<file path="src/rtl/sbs_defs.vh">
// Constants shared by the burst SRAM control front end.
`ifndef SBS_DEFS_VH
`define SBS_DEFS_VH
`define SBS_AW 2
`define SBS_DW 8
`define SBS_ORDER_LINEAR 1'b0
`define SBS_ORDER_INTERLEAVED 1'b1
`endif

</file>
<file path="src/rtl/sbs_burst_seq.v">
// Burst address sequencer with linear and interleaved order.
`timescale 1ns/1ps
`default_nettype none
`include "sbs_defs.vh"
module sbs_burst_seq (
   input wire sys_clk,
   input wire rst_n,
   input wire load,
   input wire advance,
   input wire order_mode,
   input wire [`SBS_AW-1:0] start_low,
   output wire [`SBS_AW-1:0] burst_low
);
   reg [`SBS_AW-1:0] base_q;
   reg [`SBS_AW-1:0] count_q;
   // Load takes the start bits; advance steps the count; otherwise the count holds.
   always @(posedge sys_clk or negedge rst_n)
   begin
      if (!rst_n)
      begin
         base_q <= {`SBS_AW{1'b0}};
         count_q <= {`SBS_AW{1'b0}};
      end
      else if (load)
      begin
         base_q <= start_low;
         count_q <= {`SBS_AW{1'b0}};
      end
      else if (advance)
      begin
         count_q <= count_q + 2'h1;
      end
   end
   // Interleaved order XORs the count into the start; linear order adds it.
   assign burst_low = (order_mode == `SBS_ORDER_INTERLEAVED) ? (base_q ^ count_q)
                                                               : (base_q + count_q);
endmodule // sbs_burst_seq
`default_nettype wire

</file>
<file path="src/rtl/sbs_ctrl.v">
// Control front end of a synchronous pipelined burst SRAM.
`timescale 1ns/1ps
`default_nettype none
`include "sbs_defs.vh"
module sbs_ctrl (
   input wire sys_clk,
   input wire rst_n,
   input wire select_low_a,
   input wire select_high_b,
   input wire select_low_c,
   input wire clock_qualify_n,
   input wire sleep_request,
   input wire burst_order,
   input wire write_n,
   input wire advance_load,
   input wire [`SBS_AW-1:0] addr_low,
   input wire [`SBS_DW-1:0] data_in,
   output wire [`SBS_AW-1:0] access_low,
   output reg write_strobe,
   output reg [`SBS_DW-1:0] write_data,
   output reg data_oe_n,
   output reg sleeping,
   output reg selected
);
   // Pipeline timing: an access is taken on a qualified edge while selected with load low.
   // The state register shows it from that same edge, and the write strobe or the driven data pins
   // follow one more qualified edge after that. A stall edge adds one cycle to every step.
   // Sleep is entered only from idle while deselected, and left to idle with the pins released.

   // State codes of the access sequencer, plain binary.
   localparam [1:0] ST_IDLE = 2'h0;
   localparam [1:0] ST_READ = 2'h1;
   localparam [1:0] ST_WRITE = 2'h2;
   localparam [1:0] ST_SLEEP = 2'h3;

   // Sequencer state and the write data held for the data phase.
   reg [1:0] state_q;
   reg [1:0] state_d;
   reg [`SBS_DW-1:0] wdata_q;
   // Decoded controls of the current cycle.
   wire chip_sel;
   wire qual;
   wire in_access;
   wire start;
   wire cont;
   wire sleep_ok;
   wire sleep_zone;
   // Next values of the registered outputs.
   wire strobe_d;
   wire oe_n_d;
   wire selected_d;
   wire sleeping_d;
   wire [`SBS_DW-1:0] wr_data_d;

   // Decode the three enables into one select; every other mix deselects.
   assign chip_sel = ~select_low_a & select_high_b & ~select_low_c;
   // A high qualify pin turns the edge into a stall.
   assign qual = ~clock_qualify_n;
   // The sequencer is inside an access once a read or a write has been taken.
   assign in_access = (state_q == ST_READ) | (state_q == ST_WRITE);
   // A new access starts on a selected, qualified load cycle.
   assign start = qual & chip_sel & ~advance_load;
   // Continue steps the burst only inside an access; single accesses never need it.
   assign cont = qual & advance_load & in_access;
   // Sleep is honoured only from idle with the device deselected.
   assign sleep_ok = sleep_request & ~chip_sel & (state_q == ST_IDLE);
   // Edges that enter or leave sleep force the pins released and the strobe low.
   assign sleep_zone = (state_d == ST_SLEEP) | (state_q == ST_SLEEP);

   // Burst address sequencer; a stall neither loads nor steps it.
   sbs_burst_seq u_seq (
      .sys_clk(sys_clk),
      .rst_n(rst_n),
      .load(start),
      .advance(cont),
      .order_mode(burst_order),
      .start_low(addr_low),
      .burst_low(access_low)
   );

   // Next state; a stall holds a read or write state, so the pending access resumes afterwards.
   always @*
   begin
      state_d = state_q;
      case (state_q)
         ST_IDLE:
         begin
            if (sleep_ok)
               state_d = ST_SLEEP;
            else if (!qual)
               state_d = state_q;
            else if (start)
               state_d = write_n ? ST_READ : ST_WRITE;
         end
         ST_READ:
         begin
            if (!qual)
               state_d = state_q;
            else if (start)
               state_d = write_n ? ST_READ : ST_WRITE;
            else if (!advance_load)
               state_d = ST_IDLE;
         end
         ST_WRITE:
         begin
            if (!qual)
               state_d = state_q;
            else if (start)
               state_d = write_n ? ST_READ : ST_WRITE;
            else if (!advance_load)
               state_d = ST_IDLE;
         end
         ST_SLEEP:
         begin
            if (!sleep_request)
               state_d = ST_IDLE;
         end
         default:
         begin
            state_d = ST_IDLE;
         end
      endcase
   end

   // State register.
   always @(posedge sys_clk or negedge rst_n)
   begin
      if (!rst_n)
         state_q <= ST_IDLE;
      else
         state_q <= state_d;
   end

   // Capture write data only on qualified edges, so a stall keeps the pending data.
   always @(posedge sys_clk or negedge rst_n)
   begin
      if (!rst_n)
         wdata_q <= {`SBS_DW{1'b0}};
      else if (qual)
         wdata_q <= data_in;
   end

   // Write strobe one qualified edge after the write was taken; low in every stall.
   assign strobe_d = qual & ~sleep_zone & (state_q == ST_WRITE);
   // Data pins driven one qualified edge after a read was taken; released around sleep.
   assign oe_n_d = sleep_zone ? 1'b1 : (qual ? (state_q != ST_READ) : data_oe_n);
   // Select shows the last qualified decode and is cleared around sleep.
   assign selected_d = sleep_zone ? 1'b0 : (qual ? chip_sel : selected);
   // Write data moves on qualified edges outside sleep and holds otherwise.
   assign wr_data_d = (qual & ~sleep_zone) ? wdata_q : write_data;
   // Sleep flag follows the next state, so it rises on the entry edge.
   assign sleeping_d = (state_d == ST_SLEEP);

   // Write strobe register.
   always @(posedge sys_clk or negedge rst_n)
   begin
      if (!rst_n)
      begin
         write_strobe <= 1'b0;
      end
      else
      begin
         write_strobe <= strobe_d;
      end
   end

   // Write data register.
   always @(posedge sys_clk or negedge rst_n)
   begin
      if (!rst_n)
      begin
         write_data <= {`SBS_DW{1'b0}};
      end
      else
      begin
         write_data <= wr_data_d;
      end
   end

   // Data pin enable register, high while the pins are released.
   always @(posedge sys_clk or negedge rst_n)
   begin
      if (!rst_n)
      begin
         data_oe_n <= 1'b1;
      end
      else
      begin
         data_oe_n <= oe_n_d;
      end
   end

   // Sleep flag register.
   always @(posedge sys_clk or negedge rst_n)
   begin
      if (!rst_n)
      begin
         sleeping <= 1'b0;
      end
      else
      begin
         sleeping <= sleeping_d;
      end
   end

   // Select register.
   always @(posedge sys_clk or negedge rst_n)
   begin
      if (!rst_n)
      begin
         selected <= 1'b0;
      end
      else
      begin
         selected <= selected_d;
      end
   end
endmodule // sbs_ctrl
`default_nettype wire

</file>
<file path="config.mk">
export PLATFORM = sky130hd
export DESIGN_NAME = sbs_ctrl
export DESIGN_NICKNAME = d
export VERILOG_FILES = /design/src/rtl/sbs_burst_seq.v /design/src/rtl/sbs_ctrl.v
export VERILOG_INCLUDE_DIRS = /design/src /design/src/rtl
export SDC_FILE = /design/constraint.sdc
export NUM_CORES = 1
export LEC_CHECK = 0
export BUFFER_PORTS_ARGS = -buffer_cell sky130_fd_sc_hd__buf_2
export CORE_ASPECT_RATIO = 0.7
export CORE_MARGIN = 3
export CORE_UTILIZATION = 54
export CTS_CLUSTER_SIZE = 30
export DETAILED_ROUTE_END_ITERATION = 10
export GPL_ROUTABILITY_DRIVEN = 0
export PLACE_DENSITY_LB_ADDON = 0.3
export SETUP_SLACK_MARGIN = 0.05
export SLEW_MARGIN = 10
export SYNTH_ARGS = -nofsm -noshare
export SYNTH_HDL_FRONTEND = slang
export SYNTH_SLANG_ARGS = --single-unit
</file>
<file path="constraint.sdc">
create_clock -name sys_clk -period 6.4 [get_ports sys_clk]
set_input_delay 0.32 -clock sys_clk [delete_from_list [all_inputs] [get_ports sys_clk]]
set_output_delay 0.32 -clock sys_clk [all_outputs]
set_load 0.05 [all_outputs]
</file>
==> flow_metrics.env, run 1 <==
export IMPL_initial_utilization=0.619
export IMPL_required_ns=6.62
export IMPL_cpPeakStageDelay_ns=0.49
export IMPL_hold_start="data_in[2]"
export IMPL_power_total_mw=0.711
export IMPL_design_core_area_um2=2000
export IMPL_dp_cells=156
export IMPL_io_pins=34
export IMPL_synthTopCellsByArea="dfrtp_1 51%, mux2_2 16%, ha_1 6.1%"
export IMPL_drv_cap=0
export IMPL_clk_pin_slew_ns=0.13
export IMPL_fin_crit_ns=2.54
export IMPL_grt_remaining_overflow=0
export IMPL_cp_start_kind="register"
export IMPL_synth_edff_count=0
export IMPL_hp_class="in2reg"
export IMPL_yosysTopAreaCellShare=0.506
export IMPL_clk_path_buf_depth=2
export IMPL_hpwl_mm=1.92
export IMPL_port_buffers=33
export IMPL_htreeDepth=1
export IMPL_postPlaceCellArea_um2=1420
export IMPL_syn_area_um2=1240
export IMPL_cts_buffers_inserted=3
export IMPL_timing_hold_ws_ns=0.218
export IMPL_final_core_util=0.734
export IMPL_clock_latency_ns=0.32
export IMPL_synthArstFlopShare=1.00
export IMPL_rows=13
export IMPL_cp_max_fo=8
export IMPL_first_pass_iters=4
export IMPL_die_area_um2=2910
export IMPL_timing_final_crit_share=0.396
export IMPL_drv_slew=0
export IMPL_synth_nets=122
export IMPL_die_h_um=46.1
export IMPL_drive_gt1_frac=0.466
export IMPL_cts_tree="done"
export IMPL_ys_warnings_count=0
export IMPL_route_detailed_drc=0
export IMPL_arrival_ns=2.75
export IMPL_syn_inst=96
export IMPL_diodes=0
export IMPL_final_cells=161
export IMPL_path_cells="inv_1, ha_1, a311o_1, a32o_2, a211oi_4, mux2_2"
export IMPL_die_w_um=63.2
export IMPL_syn2layout_area_growth_pct=18.6
export IMPL_r2r_start="state_q[0]"
export IMPL_finClkSkew_ns=0.00697
export IMPL_num_vias=894
export IMPL_grt_pass1_vias=923
export IMPL_grt_antenna_before_repair=0
export IMPL_final_nets=158
export IMPL_rsz0062_at_grt="no"
export IMPL_final_cell_mix="33 x buf_2, 25 x dfrtp_1, 18 x mux2_2"
export IMPL_cts_root_buf="clkbuf_4"
export IMPL_wl_per_cell_um=15.8
export IMPL_pwr_density_cell_nw_per_um2=485
export IMPL_synth_seq_area_share=0.527
export IMPL_worstSetupStartpoint="state_q[0]"
export IMPL_max_vdd_ir_drop_v=0.000271
export IMPL_timing_fmax_mhz=394
export IMPL_viasPerCell=5.55
export IMPL_pre_cts_slack_ns=3.88
export IMPL_drtAntennaViolNets=0
export IMPL_fin_tns_setup_ns=0
export IMPL_r2r_slack_ns=3.86
export IMPL_slowest_stage="a211oi_4"
export IMPL_hold_violations=0
export IMPL_leakagePower_nw=0.696
export IMPL_avgSynthCellArea_um2=12.9
export IMPL_post_cts_setup_buffers=0
export IMPL_tightest_slew_ns=0.559
export IMPL_final_area_um2=1470
export IMPL_drt_first_iter_violations=33
export IMPL_setup_viol=0
export IMPL_wirelength_mm=2.54
export IMPL_synth_main_ff_cell="dfrtp_1"
export IMPL_final_common_cell="buf_2"
export IMPL_grt_max_degree=27
export IMPL_max_slew_margin=0.627
export IMPL_synth_cell_types=34
export IMPL_cp_end_kind="register"
export IMPL_grt_pass1_wl_mm=4.08
export IMPL_track_usage=0.190
export IMPL_status="completed"
export IMPL_synth_top_cell_by_area="dfrtp_1"
export IMPL_cts_sinks=26
export IMPL_synth_seq_cells=26
export IMPL_setup_ws_ns=3.86
export IMPL_crit_type="reg2reg"
## flip-flops by register name (all words and copies together), names as in the netlist
signal and cells:
data_oe_n 1, selected 1, sleeping 1, state_q 2
u_seq.base_q 2, u_seq.count_q 2, wdata_q 8, write_data 8
write_strobe 1
## kinds of logic (layout without fill, tap and decap cells)
group	after synthesis	after routing	synth area share
DFF	26	26	0.527
and+or+nand+nor	21	21	0.0981
muxes	19	19	0.172
AOI/OAI and AO/OA	16	16	0.104
adders and majority gates	6	6	0.0607
buffers and inverters	6	41	0.0243
xor gates and xnor gates	2	2	0.0142
## report_power, final
part	switching [mW]	leakage (nW)	total [mW]	internal, mW
sequential	0.0337	0.313	0.252	0.219
clock	0.0460	0.0210	0.0808	0.0348
combinational	0.256	0.363	0.378	0.122
## worst paths after layout
| check | endpoint | cells past startpoint |
|---|---|---|
| max | write_data[3] | 6 |
| min reg2reg | wdata_q[7] | 1 |
| min | wdata_q[2] | 2 |
| min in group asynchronous | u_seq.base_q[1] | 2 |
| max in group asynchronous | data_oe_n | 2 |
| max reg2reg | write_data[3] | 6 |
## cell type report
type,instances,area (um2)
sequential,26,652
multi-input combinational,64,556
fill,160,533
timing repair buffer,34,175
tap,30,37.5
clock buffer,4,36.3
inverter,3,11.3
## worst max-delay path, delay by kind of cell, from the launching register on
family          cells  cell delay [ns]
flops               1             0.42
buf+inv             1             0.14
compound gates      3             1.09
mux                 1             0.39
fa+ha+maj           1             0.38
## cells in the mapped netlist (all sizes together) (2+ instances only)
master / number
or3b: 2
nor3: 2
a21o: 3
buf: 2
nand3b: 2
a211oi: 2
dfrtp: 25
nor2: 2
inv: 3
a21oi: 2
nand2: 6
mux2: 18
xnor2: 2
ha: 6
o21ai: 3
## repair_timing
| action | CTS | global route |
|---|---|---|
| hold buffers | 1 | 0 |
| gates resized for setup | 0 | 0 |
| endpoints found under the hold margin | 25 | 0 |
## per-layer routing
layer	vias to the layer above	global-route usage	routed length (um)
met4	0	0.0601	23
met1	437	0.204	998
met5	-	0	0
met3	6	0.0585	178
li1	415	-	-
met2	36	0.369	1340
Power figures use the tool's default switching activity.
==> run 2: changes to the inputs <==
--- a/config.mk
+++ b/config.mk
@@ -9,7 +9,7 @@
 export BUFFER_PORTS_ARGS = -buffer_cell sky130_fd_sc_hd__buf_2
 export CORE_ASPECT_RATIO = 0.7
 export CORE_MARGIN = 3
-export CORE_UTILIZATION = 54
+export CORE_UTILIZATION = 46
 export CTS_CLUSTER_SIZE = 30
 export DETAILED_ROUTE_END_ITERATION = 10
 export GPL_ROUTABILITY_DRIVEN = 0
==> constraint.sdc (replaced) <==
create_clock -name sys_clk -period 2.1 [get_ports sys_clk]
set_input_delay 0.105 -clock sys_clk [delete_from_list [all_inputs] [get_ports sys_clk]]
set_output_delay 0.105 -clock sys_clk [all_outputs]
set_load 0.05 [all_outputs]
==> flow_metrics.env, run 2 (synthesized netlist as in run 1, its figures left out) <==
export IMPL_initial_utilization=0.492
export IMPL_setup_ws_ns=-0.0511
export IMPL_final_core_util=0.699
export IMPL_tightest_slew_ns=0.543
export IMPL_rsz0062_at_grt="yes"
export IMPL_r2r_start="state_q[1]"
export IMPL_reg_top3="wdata_q: 8 flops, write_data: 8 flops"
export IMPL_crit_buf_inv=2
export IMPL_cp_depth=7
export IMPL_p_switching_mw=1.15
export IMPL_htreeDepth=1
export IMPL_setup_viol=9
export IMPL_design_core_area_um2=2510
export IMPL_cp_start_kind="register"
export IMPL_fin_crit_ns=2.15
export IMPL_clk_path_buf_depth=2
export IMPL_grt_antenna_before_repair=0
export IMPL_arrival_ns=2.31
export IMPL_rows=15
export IMPL_leakagePower_nw=0.860
export IMPL_p_comb_frac=0.594
export IMPL_final_nets=181
export IMPL_fin_tns_setup_ns=-0.401
export IMPL_route_detailed_drc=0
export IMPL_hpwl_mm=1.96
export IMPL_pwr_density_cell_nw_per_um2=1530
export IMPL_violations="negative setup slack"
export IMPL_cts_tree="done"
export IMPL_final_cell_mix="33 x buf_2, 25 x dfrtp_1, 22 x buf_4"
export IMPL_r2r_cells=7
export IMPL_crit_type="reg2reg"
export IMPL_drt_first_iter_violations=39
export IMPL_num_vias=956
export IMPL_dp_cells=175
export IMPL_final_fill_count=174
export IMPL_drive_gt1_frac=0.604
export IMPL_wirelength_mm=2.83
export IMPL_timing_hold_ws_ns=0.0633
export IMPL_grt_max_degree=27
export IMPL_cts_sinks=26
export IMPL_path_cells="inv_2, ha_4, a311o_1, a32o_2, a211oi_4, buf_12, mux2_4"
export IMPL_required_ns=2.25
export IMPL_final_common_cell="buf_2"
export IMPL_wl_per_cell_um=15.1
export IMPL_cp_max_fo=8
export IMPL_final_cells=188
export IMPL_clk_pin_slew_ns=0.08
export IMPL_drv_slew=0
export IMPL_cp_end_kind="register"
export IMPL_power_frac_clock=0.116
export IMPL_cts_buffers_inserted=3
export IMPL_die_h_um=49.4
export IMPL_swShare=0.429
export IMPL_die_w_um=68.0
export IMPL_hold_violations=0
export IMPL_grt_pass1_vias=996
export IMPL_timing_fmax_mhz=465
export IMPL_drv_cap=0
export IMPL_max_vdd_ir_drop_v=0.000837
export IMPL_port_buffers=33
export IMPL_r2r_slack_ns=-0.05
export IMPL_finClkSkew_ns=0.00193
export IMPL_r2r_end="write_data[0]"
export IMPL_worstSetupStartpoint="state_q[1]"
export IMPL_cp_endpoint="write_data[0]"
export IMPL_first_pass_iters=4
export IMPL_hold_start="data_in[6]"
export IMPL_grt_pass1_wl_mm=4.84
export IMPL_clock_latency_ns=0.26
export IMPL_syn2layout_area_growth_pct=42.1
export IMPL_diodes=0
export IMPL_status="finished, violations left"
export IMPL_io_pins=34
export IMPL_grt_remaining_overflow=0
export IMPL_power_frac_seq=0.289
export IMPL_cpPeakStageDelay_ns=0.44
export IMPL_max_slew_margin=0.638
export IMPL_cpLargestDelayFamily="compound AO/OA/AOI/OAI gates"
export IMPL_drtAntennaViolNets=0
export IMPL_die_area_um2=3360
export IMPL_timing_final_crit_share=1.02
export IMPL_viasPerCell=5.09
export IMPL_slowest_stage="dfrtp_1"
export IMPL_cts_root_buf="clkbuf_8"
export IMPL_internal_power_mw=1.54
export IMPL_track_usage=0.192
export IMPL_hp_class="in2reg"
## run 2: what timing repair did
action	CTS	global route
endpoints found under the hold margin	25	0
resized for setup	10	3
setup buffers	4	4
hold buffers	1	0
setup endpoints to repair	9	11
pin swaps	4	2
## run 2: worst min path at each step
stage,to,slack [ns],depth (start not counted)
2_1_floorplan,selected,-0.19,0
3_3_place_gp,wdata_q[2],0.12,1
3_5_place_dp,write_data[2],0.13,1
4_1_cts,wdata_q[6],0.06,2
5_1_grt,wdata_q[4],0.05,2
6_report,wdata_q[6],0.06,2
## run 2: cell type report
cell class,count,area (um2),share of cell area
clock buffers,4,55.1,0.0313
inverters,3,11.3,0.00641
multi-input cells,64,637,0.362
flip-flops and latches,26,652,0.371
well taps,34,42.5,0.0242
repair buffers,57,360,0.205
## run 2: worst reg2reg max path, delay by kind of cell, from the launching register on
| kind | cells | cell delay (ns) |
|---|---|---|
| flip-flops | 1 | 0.44 |
| multiplexers | 1 | 0.30 |
| buffers and inverters | 2 | 0.31 |
| AO/OA/AOI/OAI | 3 | 0.77 |
| adder cells (fa/ha/maj) | 1 | 0.22 |
## run 2: per-stage QoR
stage	setup slack (ns)	power (mW)	area, um2
final	-0.0511	2.69	1760
after global routing	-0.128	2.85	1760
after CTS	-0.0406	2.62	1710
after detailed placement	-0.0838	2.16	1570
after global placement	-0.0228	2.11	1570
after floorplan	-0.0775	1.73	1260
## run 2: power groups by stage
stage / sequential, mW / combinational (mW) / clock (mW)
after global routing: 0.802 / 1.70 / 0.351
after global placement: 0.774 / 1.33 / 0
final: 0.779 / 1.60 / 0.312
after detailed placement: 0.781 / 1.38 / 0
after floorplan: 1.13 / 0.607 / 0
after CTS: 0.774 / 1.52 / 0.322
## run 2: layer usage
layer  track usage  vias to the layer above  part of all wire
met5             0                        -                 0
met4        0.0528                        0             0.013
met3        0.0553                        6             0.052
met2         0.323                       22              0.52
met1         0.236                      466              0.41
li1              -                      462                 -
